**src/verilog/itte_consts.svh**
```systemverilog
// constants for the bus controller timing, threshold and enable slice
`ifndef ITTE_CONSTS_SVH
`define ITTE_CONSTS_SVH

// ***************************************************************
// register offsets
// ***************************************************************
`define ITTE_OFS_FS_LOW 8'h00
`define ITTE_OFS_RX_THR 8'h04
`define ITTE_OFS_TX_THR 8'h08
`define ITTE_OFS_ENABLE 8'h0C
`define ITTE_OFS_STATUS 8'h10
`define ITTE_OFS_INT_STAT 8'h14
`define ITTE_OFS_INT_MASK 8'h18

// ***************************************************************
// reset values and limits
// ***************************************************************
`define ITTE_RST_FS_LOW 16'h0022
`define ITTE_MIN_FS_LOW 16'h0008
`define ITTE_RST_RX_THR 8'h02
`define ITTE_RST_TX_THR 8'h01
`define ITTE_THR_MAX 8'h03
`define ITTE_RST_INT_MASK 3'h0
`define ITTE_EN_DELAY 2'h2

// ***************************************************************
// field positions
// ***************************************************************
`define ITTE_BIT_ENABLE 0
`define ITTE_INT_RX 0
`define ITTE_INT_TX 1
`define ITTE_INT_OFF 2

`endif

```
**src/verilog/itte_pkg.sv**
```systemverilog
// types shared by the timing, threshold and enable slice
package itte_pkg;

  // controller state, gray along off -> on -> drain tx; on -> drain rx flips both bits
  typedef enum logic [1:0] {
    ITTE_OFF = 2'h0,
    ITTE_ON = 2'h1,
    ITTE_DRAIN_TX = 2'h3,
    ITTE_DRAIN_RX = 2'h2
  } itte_state_t;

  // status from the transfer engine, same clock
  typedef struct packed {
    logic activity;
    logic xfer_tx;
    logic tx_done;
    logic rx_byte_done;
    logic hs_mode;
    logic hs_preamble;
  } itte_eng_t;

  // fifo fill levels, 0 to 4 entries
  typedef struct packed {
    logic [2:0] rx_level;
    logic [2:0] tx_level;
  } itte_fill_t;

endpackage

```
**src/verilog/itte_top.sv**
```systemverilog
// register slice: fast low count, fifo thresholds, controller enable
//
// Chosen here: the register offsets and the APB interface to the registers.
`timescale 1ns/100ps
`include "itte_consts.svh"
module itte_top
  import itte_pkg::*;
(
  input wire logic pclk,
  input wire logic presetn,
  input wire logic psel,
  input wire logic penable,
  input wire logic pwrite,
  input wire logic [7:0] paddr,
  input wire logic [31:0] pwdata,
  output logic [31:0] prdata,
  output logic pready,
  output logic pslverr,
  input wire logic serial_core_clock,
  input wire itte_eng_t eng_i,
  input wire itte_fill_t fill_i,
  output logic [15:0] fast_scl_low_count,
  output logic use_fs_low_o,
  output logic eng_en_o,
  output logic rx_nack_o,
  output logic tx_flush_o,
  output logic rx_level_irq_o,
  output logic tx_level_irq_o,
  output logic irq_o
);

  // ***************************************************************
  // functions
  // ***************************************************************

  // known register offsets
  function automatic logic addr_known(input logic [7:0] a);
    addr_known = (a == `ITTE_OFS_FS_LOW) || (a == `ITTE_OFS_RX_THR) ||
                 (a == `ITTE_OFS_TX_THR) || (a == `ITTE_OFS_ENABLE) ||
                 (a == `ITTE_OFS_STATUS) || (a == `ITTE_OFS_INT_STAT) ||
                 (a == `ITTE_OFS_INT_MASK);
  endfunction

  // clamp a written threshold to the deepest legal code
  function automatic logic [7:0] thr_clamp(input logic [7:0] v);
    thr_clamp = (v > `ITTE_THR_MAX) ? `ITTE_THR_MAX : v;
  endfunction

  // transmit code to entries: 0,1,2 as written, 3 is four
  function automatic logic [2:0] tx_entries(input logic [7:0] thr);
    tx_entries = (thr == `ITTE_THR_MAX) ? 3'h4 : thr[2:0];
  endfunction

  // ***************************************************************
  // declarations
  // ***************************************************************
  logic [7:0] rx_level_threshold;
  logic [7:0] tx_level_threshold;
  logic controller_enable_q;
  logic core_en_q;
  logic en_pend_q;
  logic [1:0] en_cnt_q;
  logic core_rise;
  itte_state_t state_q;
  itte_state_t state_d;
  logic flush_d;
  logic [2:0] int_stat_q;
  logic [2:0] int_stat_d;
  logic [2:0] int_mask_q;
  logic [2:0] int_set;
  logic rx_hit_d;
  logic tx_hit_d;
  logic acc;
  logic wr;
  logic [31:0] rd_d;

  // ***************************************************************
  // apb slave
  // ***************************************************************

  // one wait state; the write lands on the edge that sees pready
  assign acc = psel & penable & pready;
  assign wr = acc & pwrite;

  // read mux, unused bits read zero
  always_comb begin
    rd_d = 32'h0000_0000;
    unique case (paddr)
      `ITTE_OFS_FS_LOW: rd_d[15:0] = fast_scl_low_count;
      `ITTE_OFS_RX_THR: rd_d[7:0] = rx_level_threshold;
      `ITTE_OFS_TX_THR: rd_d[7:0] = tx_level_threshold;
      `ITTE_OFS_ENABLE: rd_d[`ITTE_BIT_ENABLE] = controller_enable_q;
      `ITTE_OFS_STATUS: rd_d[3:0] = {state_q == ITTE_DRAIN_RX || state_q == ITTE_DRAIN_TX,
                                     en_pend_q, eng_i.activity, core_en_q};
      `ITTE_OFS_INT_STAT: rd_d[2:0] = int_stat_q;
      `ITTE_OFS_INT_MASK: rd_d[2:0] = int_mask_q;
      default: rd_d = 32'h0000_0000;
    endcase
  end

  // answer phase: pready, data and error from flops
  always_ff @(posedge pclk or negedge presetn) begin
    if (!presetn) begin
      pready <= 1'b0;
      prdata <= 32'h0000_0000;
      pslverr <= 1'b0;
    end else begin
      pready <= psel & penable & ~pready;
      prdata <= (psel & penable & ~pready & ~pwrite) ? rd_d : 32'h0000_0000;
      pslverr <= psel & penable & ~pready & ~addr_known(paddr);
    end
  end

  // ***************************************************************
  // configuration registers
  // ***************************************************************

  // fast low count with floor; thresholds clamped to buffer depth
  always_ff @(posedge pclk or negedge presetn) begin
    if (!presetn) begin
      fast_scl_low_count <= `ITTE_RST_FS_LOW;
      rx_level_threshold <= `ITTE_RST_RX_THR;
      tx_level_threshold <= `ITTE_RST_TX_THR;
      int_mask_q <= `ITTE_RST_INT_MASK;
    end else if (wr) begin
      if (paddr == `ITTE_OFS_FS_LOW) begin
        fast_scl_low_count <= (pwdata[15:0] < `ITTE_MIN_FS_LOW) ? `ITTE_MIN_FS_LOW : pwdata[15:0];
      end
      if (paddr == `ITTE_OFS_RX_THR) begin
        rx_level_threshold <= thr_clamp(pwdata[7:0]);
      end
      if (paddr == `ITTE_OFS_TX_THR) begin
        tx_level_threshold <= thr_clamp(pwdata[7:0]);
      end
      if (paddr == `ITTE_OFS_INT_MASK) begin
        int_mask_q <= pwdata[2:0];
      end
    end
  end

  // fast count selected in fast mode and for the hs preamble
  always_ff @(posedge pclk or negedge presetn) begin
    if (!presetn) begin
      use_fs_low_o <= 1'b1;
    end else begin
      use_fs_low_o <= ~eng_i.hs_mode | eng_i.hs_preamble;
    end
  end

  // ***************************************************************
  // enable with core clock delay
  // ***************************************************************
  itte_clk_edge u_core_edge (
    .pclk(pclk),
    .presetn(presetn),
    .async_in(serial_core_clock),
    .rise_q(core_rise)
  );

  // software copy of the enable bit
  always_ff @(posedge pclk or negedge presetn) begin
    if (!presetn) begin
      controller_enable_q <= 1'b0;
    end else if (wr && paddr == `ITTE_OFS_ENABLE) begin
      controller_enable_q <= pwdata[`ITTE_BIT_ENABLE];
    end
  end

  // effective enable follows after two core clock edges
  always_ff @(posedge pclk or negedge presetn) begin
    if (!presetn) begin
      en_pend_q <= 1'b0;
      en_cnt_q <= 2'h0;
      core_en_q <= 1'b0;
    end else if (wr && paddr == `ITTE_OFS_ENABLE) begin
      en_pend_q <= 1'b1;
      en_cnt_q <= 2'h0;
    end else if (en_pend_q && core_rise) begin
      if (en_cnt_q == `ITTE_EN_DELAY - 2'h1) begin
        core_en_q <= controller_enable_q;
        en_pend_q <= 1'b0;
        en_cnt_q <= 2'h0;
      end else begin
        en_cnt_q <= en_cnt_q + 2'h1;
      end
    end
  end

  // ***************************************************************
  // controller on, off and drain
  // ***************************************************************

  // next state; drains end only at the transfer or byte boundary
  always_comb begin
    state_d = state_q;
    flush_d = 1'b0;
    unique case (state_q)
      ITTE_OFF: begin
        if (core_en_q) begin
          state_d = ITTE_ON;
        end
      end
      ITTE_ON: begin
        if (!core_en_q) begin
          // a done pulse in this very cycle already ends the transfer, so no drain
          if (eng_i.activity && eng_i.xfer_tx && !eng_i.tx_done) begin
            state_d = ITTE_DRAIN_TX;
          end else if (eng_i.activity && !eng_i.xfer_tx && !eng_i.rx_byte_done) begin
            state_d = ITTE_DRAIN_RX;
          end else begin
            state_d = ITTE_OFF;
            flush_d = 1'b1;
          end
        end
      end
      ITTE_DRAIN_TX: begin
        if (eng_i.tx_done) begin
          state_d = ITTE_OFF;
          flush_d = 1'b1;
        end
      end
      ITTE_DRAIN_RX: begin
        if (eng_i.rx_byte_done) begin
          state_d = ITTE_OFF;
          flush_d = 1'b1;
        end
      end
    endcase
  end

  // state and registered engine controls
  always_ff @(posedge pclk or negedge presetn) begin
    if (!presetn) begin
      state_q <= ITTE_OFF;
      eng_en_o <= 1'b0;
      rx_nack_o <= 1'b0;
      tx_flush_o <= 1'b0;
    end else begin
      state_q <= state_d;
      eng_en_o <= (state_d == ITTE_ON) | (state_d == ITTE_DRAIN_TX);
      rx_nack_o <= (state_d == ITTE_DRAIN_RX);
      tx_flush_o <= flush_d;
    end
  end

  // ***************************************************************
  // level interrupts and status
  // ***************************************************************
  assign rx_hit_d = {1'b0, fill_i.rx_level} >= (rx_level_threshold[3:0] + 4'h1);
  assign tx_hit_d = fill_i.tx_level <= tx_entries(tx_level_threshold);

  // sticky bits set on level rise, off bit on the flush; set wins over write-one-clear
  always_comb begin
    int_set = 3'h0;
    int_set[`ITTE_INT_RX] = rx_hit_d & ~rx_level_irq_o;
    int_set[`ITTE_INT_TX] = tx_hit_d & ~tx_level_irq_o;
    int_set[`ITTE_INT_OFF] = flush_d;
    int_stat_d = int_stat_q;
    if (wr && paddr == `ITTE_OFS_INT_STAT) begin
      int_stat_d = int_stat_d & ~pwdata[2:0];
    end
    int_stat_d = int_stat_d | int_set;
  end

  // level outputs and combined interrupt
  always_ff @(posedge pclk or negedge presetn) begin
    if (!presetn) begin
      rx_level_irq_o <= 1'b0;
      tx_level_irq_o <= 1'b0;
      int_stat_q <= 3'h0;
      irq_o <= 1'b0;
    end else begin
      rx_level_irq_o <= rx_hit_d;
      tx_level_irq_o <= tx_hit_d;
      int_stat_q <= int_stat_d;
      irq_o <= |(int_stat_d & int_mask_q);
    end
  end
endmodule

```
**src/verilog/itte_clk_edge.sv**
```systemverilog
// synchroniser and rising edge finder for the sampled core clock
`timescale 1ns/100ps
module itte_clk_edge (
  input wire logic pclk,
  input wire logic presetn,
  input wire logic async_in,
  output logic rise_q
);

  logic meta_q;
  logic sync_q;
  logic last_q;

  // two flops, then edge detect on the second
  always_ff @(posedge pclk or negedge presetn) begin
    if (!presetn) begin
      meta_q <= 1'b0;
      sync_q <= 1'b0;
      last_q <= 1'b0;
      rise_q <= 1'b0;
    end else begin
      meta_q <= async_in;
      sync_q <= meta_q;
      last_q <= sync_q;
      rise_q <= sync_q & ~last_q;
    end
  end

endmodule

```
**config.mk**
```make
export PLATFORM = sky130hd
export DESIGN_NAME = itte_top
export DESIGN_NICKNAME = d
export VERILOG_FILES = /design/src/verilog/itte_pkg.sv /design/src/verilog/itte_top.sv /design/src/verilog/itte_clk_edge.sv
export VERILOG_INCLUDE_DIRS = /design/src /design/src/verilog
export SDC_FILE = /design/constraint.sdc
export NUM_CORES = 1
export LEC_CHECK = 0
export BUFFER_PORTS_ARGS = -buffer_cell sky130_fd_sc_hd__buf_2
export CORE_ASPECT_RATIO = 2
export CORE_UTILIZATION = 45
export DETAILED_ROUTE_END_ITERATION = 8
export GPL_ROUTABILITY_DRIVEN = 0
export GPL_TIMING_DRIVEN = 0
export PLACE_DENSITY = 0.73
export SLEW_MARGIN = 0
export SYNTH_ARGS = -nofsm -noshare
export SYNTH_HDL_FRONTEND = slang
export SYNTH_HIERARCHICAL = 1
export SYNTH_SLANG_ARGS = --single-unit
```
**constraint.sdc**
```tcl
create_clock -name pclk -period 5.3 [get_ports pclk]
set_input_delay 0.53 -clock pclk [delete_from_list [all_inputs] [get_ports pclk]]
set_output_delay 0.53 -clock pclk [all_outputs]
set_load 0.01 [all_outputs]
```
* After elaboration in Yosys (flattened, before gate mapping)
Cells that the tools add are included.
Storage, ports and cells: input bits 58, logic and storage cells 124, flip-flop bits (word level) 74, output and inout port bits 57
Cells by class: equality and inequality tests 14, bitwise gates (word level) 23, add/subtract/negate cells 2, reductions and logical operators 28, muxes and demuxes 29, order comparisons 4
Operator list (number):
- two-way mux 16 bit | 2
- equality test 8 x 5 -> 1 bit (second input constant) | 3
- two-way mux 2 bit | 9
- equality test 8 x 4 -> 1 bit (second input constant) | 2
- < comparator 16 x 4 -> 1 bit (second input constant) | 1
- two-way mux 8 bit | 2
- one-hot mux 2 bit (6 select lines) | 1
- one-hot mux 4 bit (3 select lines) | 1
- AND reduction 2 bit | 5
- AND 1 bit | 9
- equality test 2 bit (second input constant) | 4
- equality test 8 x 2 -> 1 bit (second input constant) | 1
- equality test 8 x 3 -> 1 bit (second input constant) | 1
- greater-than comparator 8 x 2 -> 1 bit (second input constant) | 1
- logical NOT 8 bit | 1
- two-way mux 1 bit | 8
- NOT 1 bit | 8
- one-hot mux 2 bit (4 select lines) | 1
- logical AND 1 bit | 7
- logical OR 1 bit | 7
- one-hot mux 1 bit (7 select lines) | 1
- AND 3 bit | 2
- equality test 2 x 1 -> 1 bit (second input constant) | 3
- two-way mux 3 bit | 2
- other kinds (14) | 18

* Longest topological paths before layout
Gate-level depths: netlist (run 1).
depth in word-level cells 10, gate-level depth with buffers 8, depth with buffers taken out 8

* Modules after synthesis
The synthesis (run 1) kept the hierarchy.
Modules (own cells, without submodules):
- itte_top | instances 1, area an instance 3300.7 sq um, cells each 296, seq. area each 1732.9 sq um
- itte_clk_edge | instances 1, area an instance 113.9 sq um, cells each 5, seq. area each 100.1 sq um

* Least setup slack after synthesis (run 1)
Ideal clock, no wire load.
path type input port to flip-flop, start point input paddr[4], end point register fast_scl_low_count[10], cell stages on the path 4, setup time 0.125 ns, data arrival time 1.582 ns, path buffers 1, path slack 3.593 ns, data required time 5.175 ns, path through nor4_4 nand3_2 buf_6 mux2_4
Between the ends: longest elaborated chain between the ends 2
Ends and longest elaborated chain:
- start: declaration | RTL line itte_top.sv:14 | input wire logic [7:0] paddr,
- logical NOT 8 bit
- AND reduction 2 bit (no source line)
- end signal: assignment | RTL line itte_top.sv:121 | fast_scl_low_count <= `ITTE_RST_FS_LOW;
- end signal: assignment | RTL line itte_top.sv:127 | fast_scl_low_count <= (pwdata[15:0] < `ITTE_MIN_FS_LOW) ? `ITTE_MIN_FS_LOW : pwdata[15:0];
- end: declaration | RTL line itte_top.sv:22 | output logic [15:0] fast_scl_low_count,
No other way between the ends. A chain may end at the register's enable or synchronous reset.

* Worst setup path after layout (run 1)
start point input paddr[1], end point register irq_o
Between the ends: longest elaborated chain between the ends 6
Ends and longest elaborated chain:
- equality test 8 x 5 -> 1 bit
- logical AND 1 bit (no source line)
- two-way mux 3 bit | RTL line itte_top.sv:259 | if (wr && paddr == `ITTE_OFS_INT_STAT) begin
- OR 3 bit | RTL line itte_top.sv:262 | int_stat_d = int_stat_d | int_set;
- AND 3 bit | RTL line itte_top.sv:276 | irq_o <= |(int_stat_d & int_mask_q);
- OR reduction 3 bit | RTL line itte_top.sv:276
- end signal: assignment | RTL line itte_top.sv:276
- end: declaration | RTL line itte_top.sv:29 | output logic irq_o
No other way between the ends.

==> flow_metrics.tcl, run 1 <==
set metrics [dict create \
    setup_total_negative_slack_ns 0 \
    cts.sink_count 73 \
    path_clk_slew_ns 0.06 \
    r2r_cells 8 \
    synth-simple-area-share_pct 18.1 \
    synth-compound-area-share_pct 9.38 \
    finish.net_count 474 \
    drt_first_iter_violations 61 \
    initial_antenna_violation_count 0 \
    timing.critical_path.from_type "input port" \
    cts_hold_bufs 0 \
    routed_wirelength_mm 7.54 \
    synth-async-reset-ratio_pct 100 \
    synth_top_family_by_area "simple AND/OR/NAND/NOR gates" \
    num_antenna_cells 0 \
    vias 2623 \
    power_per_cell_area_mw_per_mm2 303 \
    fin_crit_ns 2.03 \
    htree_num_levels 3 \
    grt_max_degree 74 \
    layout.cells.most_common_list "buf_2 (87), dfrtp_1 (68), nor2_1 (24)" \
    synth.area.mux_share_pct 8.98 \
    design.core.area_mm2 0.00732 \
    total_power_w 0.00131 \
    area_of_placed_instances_mm2 0.00400 \
    grt_overflow 0 \
    yosys_warnings 6 \
    cts_tree "done" \
    clock_path_buffers 2 \
    effective_utilization_at_floorplan_pct 46.6 \
    num_rows 44 \
    hold_slack_ns 0.306 \
    timing.critical_path.from "paddr[1]" \
    post-route-cell-area_mm2 0.00432 \
    arrival_ns 2.22 \
    synth-seq-area-share_pct 53.7 \
    synth_cell_types 53 \
    hold_path_class "in2reg" \
    timing.critical_path.slowest_stage_cell "nor4b_1" \
    hold_path.startpoint "serial_core_clock" \
    yosys_register_bits 73 \
    rsz_0062_raised_after_global_routing "false" \
    detail-route-antenna-nets 0 \
    grt_first_pass_wirelength_mm 12.4 \
    postLayoutSetupSlackWorst_ns 3.27 \
    cp_slowest_stage_delay_ns 0.69 \
    power.static_leakage_nw 2.27 \
    fp.dieArea_mm2 0.00796 \
    worst_hold_path_stage_count 1 \
    detailedRoute.firstPassIterationCount 5 \
    syn_area_per_cell_um2 11.3 \
    irDropWorstVdd_mv 0.190 \
    finalHoldViolations 0 \
    number_of_vias_per_cell_after_detailed_routing 5.18 \
    critical_path.max_fanout 4 \
    first_global_vias 2608 \
    die-height_um 125 \
    routedWlPerCell_um 14.9 \
    max_cap_viol_count 0 \
    regToRegSetupSlack_ns 3.43 \
    remaining_design_rule_violation_count 0 \
    synth_fa_ha_area_share_pct 2.57 \
    number_of_buffers_inserted_to_repair_setup_after_cts 0 \
    gr-usage-all-layers_pct 20.7 \
    timing.critical_path.to_type "register" \
    synthFlopType "dfrtp_1" \
    setup_viol 0 \
    post-route-period-util_pct 38.2 \
    num_io_pins 115 \
    areaGrowthSynthToFinish_pct 26.5 \
    timing.max_slew.rel_slack_pct 40.4 \
    clock-root-buffer "clkbuf_16" \
    crit_path_cell_trace "buf_2 -> nor4b_1 -> a41oi_1 -> o31ai_1 -> nand4_1" \
    port-buffer-count 82 \
    worst-setup-path-type "in2reg" \
    syn_area_mm2 0.00341 \
    hpwlAfterDp_mm 5.70 \
    drive_above_1_share_pct 36.7 \
    clk_latency_ns 0.33 \
    maxClockFrequency_mhz 494 \
    run_status "completed" \
    clock_buffer_count_from_cts 9 \
    postCtsResizedCells 0 \
    die_w_um 63.6 \
    syn-instance-count 301 \
    final-max-slew-violation-count 0 \
    worst-slew-pin-transition_ns 0.893 \
    required_ns 5.50 \
    pre_cts_ws_ns 3.01 \
    finClkSkew_ns 0.00422 \
    synth_xor_xnor_area_share_pct 0.770 \
    layout.cells.most_common "buf_2" \
    timing.rr.start "tx_level_threshold[5]" \
    synth_edf_count 0 \
]
-- worst paths after layout --
kind	endpoint
setup / recovery	irq_o
hold / removal	u_core_edge/meta_q
setup reg to reg	irq_o
hold reg to reg	u_core_edge/sync_q
max in group asynchronous	fast_scl_low_count[6]
min in group asynchronous	int_stat_q[2]
-- stage by stage --
step | cells | utilization, %
final | 506 | 59.0
after global routing | 506 | 59.0
after CTS | 506 | 59.0
after detailed placement | 490 | 54.6
after global placement | 490 | 54.6
after floorplan | 316 | -
-- synthesized netlist by cell type (7+ instances only) --
cell type / number / share of area [%]
a22oi_1: 7 / 1.5
and2_1: 13 / 2.4
mux2_2: 11 / 3.6
nor2_1: 24 / 2.6
nor2b_1: 17 / 3.1
nand4_1: 7 / 1.3
dfrtp_1: 68 / 50
ha_1: 7 / 2.6
buf_4: 17 / 3.7
nand2_1: 16 / 1.8
o21ai_0: 9 / 1.3
a21oi_1: 11 / 1.6
inv_1: 12 / 1.3
mux2i_1: 7 / 2.1
-- worst max-delay path: cells and delay by family --
family / cells / cell delay (ns)
AO/OA/AOI/OAI: 2 / 0.73
buffers and inverters: 1 / 0.12
AND/OR/NAND/NOR: 2 / 0.84
-- final cells by class --
cell class,count,area [um^2]
plain buffers,25,173
fillers,652,3000
multi-input cells,206,1420
clock buffers,11,243
well taps,92,115
repair buffers,82,413
flip-flops and latches,73,1830
clock inverters,5,78.8
inverters,12,45.0
-- report_power, final --
group / switching [W] / total [W] / internal [W]
logic: 0.0000510 / 0.0000902 / 0.0000392
registers: 0.00000712 / 0.000574 / 0.000567
clock network: 0.000221 / 0.000645 / 0.000424
total: 0.000280 / 0.00131 / 0.00103
-- metal layers --
| metal | GRT usage (%) | wire [um] | vias to the layer above |
|---|---|---|---|
| met5 | 0 | 0 | - |
| met4 | 12.0 | 295 | 0 |
| met3 | 4.93 | 387 | 17 |
| met2 | 36.2 | 4090 | 89 |
| met1 | 22.0 | 2770 | 1277 |
| li1 | - | - | 1240 |
-- cells by family after synthesis --
logic type,count (synthesis)
buf+inv,37
xor+xnor,3
simple gates,108
other cells,1
flops,73
fa+ha+maj,7
compound gates,47
mux,25
-- registers in the layout (all words and copies together), names as in the netlist, 2 cells and up --
name	cells
en_cnt_q	2
fast_scl_low_count	16
int_mask_q	3
int_stat_q	3
prdata	16
rx_level_threshold	8
tx_level_threshold	8
(Power assumes the default switching activity.)
==> inputs of run 2 (changes only) <==
Settings changed: ABC_AREA from default to 1, PLACE_DENSITY 0.73 to 0.72.
Clock period 5.3 ns to 1.95 ns, I/O delays scaled along.
==> run 2 against run 1 <==
  * The run now ends with negative hold slack left
  * Clock skew shrank 0.0017 ns
  * Hold slack lost 0.32 ns
  * Worst setup slack lost 3.3 ns
  * Global-route usage grew 1.5 points
  * Synthesized cell count grew 42%
  * Largest power group unchanged
==> flow_metrics.tcl, run 2 <==
set metrics [dict create \
    irDropWorstVdd_mv 0.478 \
    multi_input_area_mm2 0.00151 \
    r2r_cells 14 \
    finalHoldViolations 10 \
    arrival_ns 2.16 \
    grt_max_degree 74 \
    failed_checks "negative hold slack" \
    syn-instance-count 427 \
    timing.max_slew.rel_slack_pct 40.1 \
    post-route-period-util_pct 99.7 \
    layout_fillers 732 \
    gr-usage-all-layers_pct 22.2 \
    finish.net_count 606 \
    htree_num_levels 3 \
    synth_edf_count 0 \
    layout.cells.most_common_list "nand2_1 (97), buf_2 (82), dfrtp_1 (68)" \
    max_cap_viol_count 0 \
    fin_crit_ns 1.94 \
    synthFlopType "dfrtp_1" \
    rsz_0062_raised_after_global_routing "true" \
    synthMostInstantiatedCell "nand2_1" \
    clock_buffer_count_from_cts 9 \
    routed_wirelength_mm 8.75 \
    drt_first_iter_violations 167 \
    setup_viol 0 \
    design.core.area_mm2 0.00794 \
    power.static_leakage_nw 2.67 \
    timing.rr.start "tx_level_threshold[6]" \
    power_per_cell_area_mw_per_mm2 763 \
    die_w_um 65.9 \
    area.sequential_mm2 0.00183 \
    maxClockFrequency_mhz 515 \
    syn_area_per_cell_um2 8.62 \
    routedWlPerCell_um 13.6 \
    number_of_vias_per_cell_after_detailed_routing 4.89 \
    port-buffer-count 82 \
    die-height_um 130 \
    cts_tree "done" \
    remaining_design_rule_violation_count 0 \
    synth-seq-area-share_pct 49.8 \
    vias 3139 \
    fp.dieArea_mm2 0.00856 \
    num_io_pins 115 \
    crit_path_cell_trace "inv_1 -> nand4_1 -> nor3_2 -> nand3_1 -> inv_2 -> nor2_2 -> ha_4 -> nand3b_1 -> nand2_1 -> nand2_1 -> nand2_2 -> nand3_2 -> nand2_2 -> nand3_2" \
    first_global_vias 3053 \
    postLayoutSetupSlackWorst_ns 0.00675 \
    synth_area_leaders "dfrtp_1 (46%), nand2_1 (10%), inv_1 (6.6%)" \
    yosys_warnings 6 \
    synth_top_cells_by_count "nand2_1 (99), dfrtp_1 (68), inv_1 (65), nor2_1 (44), nand3_1 (26)" \
    worstPathBufferInverterCount 2 \
    initial_antenna_violation_count 0 \
    cp_slowest_stage_delay_ns 0.39 \
    pre_cts_ws_ns -0.0705 \
    grt_overflow 0 \
    detail-route-antenna-nets 0 \
    layout.cells.most_common "nand2_1" \
    worst-setup-path-type "reg2reg" \
    path_clk_slew_ns 0.05 \
    num_antenna_cells 0 \
    critical_path.max_fanout 3 \
    drive_above_1_share_pct 32.4 \
    regToRegSetupSlack_ns 0.007 \
    num_rows 46 \
    finClkSkew_ns 0.00248 \
    worst-slew-pin-transition_ns 0.898 \
    clock-root-buffer "clkbuf_16" \
    top_family_by_delay_on_critical_path "simple AND/OR/NAND/NOR gates" \
    run_status "finished, violations left" \
    synth_top_area_share_pct 46.2 \
    hold_path_class "in2async" \
    timing.critical_path.from_type "register" \
    clk_latency_ns 0.33 \
    timing.critical_path.slowest_stage_cell "dfrtp_1" \
    syn_area_mm2 0.00368 \
    synth_cell_types 35 \
    worstReg2RegEnd "irq_o" \
    yosys_register_bits 73 \
    hpwlAfterDp_mm 6.52 \
    synth-async-reset-ratio_pct 100 \
    synth_top_cell_by_area "dfrtp_1" \
    clock_path_buffers 2 \
    effective_utilization_at_floorplan_pct 46.3 \
    timing.critical_path.to_type "register" \
    utilization_pct 58.7 \
    largestRegisters "fast_scl_low_count: 16 flops, prdata: 16 flops" \
    grt_first_pass_wirelength_mm 14.0 \
    final-max-slew-violation-count 0 \
    cts.sink_count 73 \
    detailedRoute.firstPassIterationCount 4 \
    required_ns 2.16 \
    hold_slack_ns -0.0113 \
    areaGrowthSynthToFinish_pct 26.7 \
]
==> run 2: cell types whose count changed after synthesis, moves of 11 or more <==
cell     delta
nor2_1     +20
nor2b_1    -17
and2_1     -12
inv_1      +53
mux2_2     -11
nand2_1    +83
nand3_1    +21
o21ai_0    +12
==> run 2: power by group <==
part / leakage (nW) / switching [W] / internal [W]
Clock: 0.153 / 0.000598 / 0.00109
Combinational: 1.63 / 0.000172 / 0.000107
Sequential: 0.879 / 0.0000318 / 0.00156
Total: 2.67 / 0.000802 / 0.00276
==> run 2: kinds of logic (layout without fill, tap and decap cells) <==
kind of cell | Yosys count | count (layout) | synth area share [%]
simple gates | 213 | 213 | 28.8
compound gates | 41 | 41 | 6.90
other cells | 1 | 16 | 0.102
xor+xnor | 2 | 2 | 0.476
fa+ha+maj | 7 | 7 | 2.38
flops | 73 | 73 | 49.8
buf+inv | 90 | 194 | 11.5
==> run 2: stage by stage <==
step / TNS [ns] / cells / total power (W) / cell area [um^2]
5_1_grt: -0.291 / 642 / 0.00369 / 4660
3_5_place_dp: -0.0705 / 620 / 0.00188 / 4270
4_1_cts: 0 / 638 / 0.00358 / 4610
6_report: 0 / 642 / 0.00356 / 4660
2_1_floorplan: 0 / 442 / 0.00176 / 3740
3_3_place_gp: -0.0268 / 620 / 0.00187 / 4270
==> run 2: what timing repair did <==
item                                   CTS  global route
gates resized for setup                  4             6
endpoints found under the hold margin    2             0
hold buffers                             2             0
setup endpoints to repair                1             1
setup buffers                            0             4
pin swaps                                6            10
==> run 2: layer usage <==
metal | global-route usage, % | wire length, um | share of wire [%]
met4 | 13.9 | 395 | 4.5
met5 | 0 | 0 | 0
met2 | 40.0 | 4770 | 55
met1 | 22.5 | 3100 | 35
met3 | 4.55 | 475 | 5.4
==> run 2: worst max-delay path by stage <==
| stage | start | to | slack, ns | cells after the start |
|---|---|---|---|---|
| global route | tx_level_threshold[7] | irq_o | -0.16 | 14 |
| CTS | tx_level_threshold[0] | irq_o | 0.003 | 13 |
| global placement | tx_level_threshold[0] | irq_o | -0.03 | 13 |
| floorplan | tx_level_threshold[0] | irq_o | 0.18 | 13 |
| finish | tx_level_threshold[6] | irq_o | 0.007 | 14 |
| detailed placement | tx_level_threshold[0] | irq_o | -0.07 | 13 |
==> run 2: cell type report <==
| class | count | area share [%] |
|---|---|---|
| repair buffers | 88 | 9.93 |
| flip-flops and latches | 73 | 39.3 |
| clock buffers | 14 | 5.88 |
| well taps | 96 | 2.58 |
| multi-input cells | 279 | 32.5 |
| clock inverters | 2 | 0.751 |
| inverters | 71 | 5.93 |
| plain buffers | 19 | 3.17 |
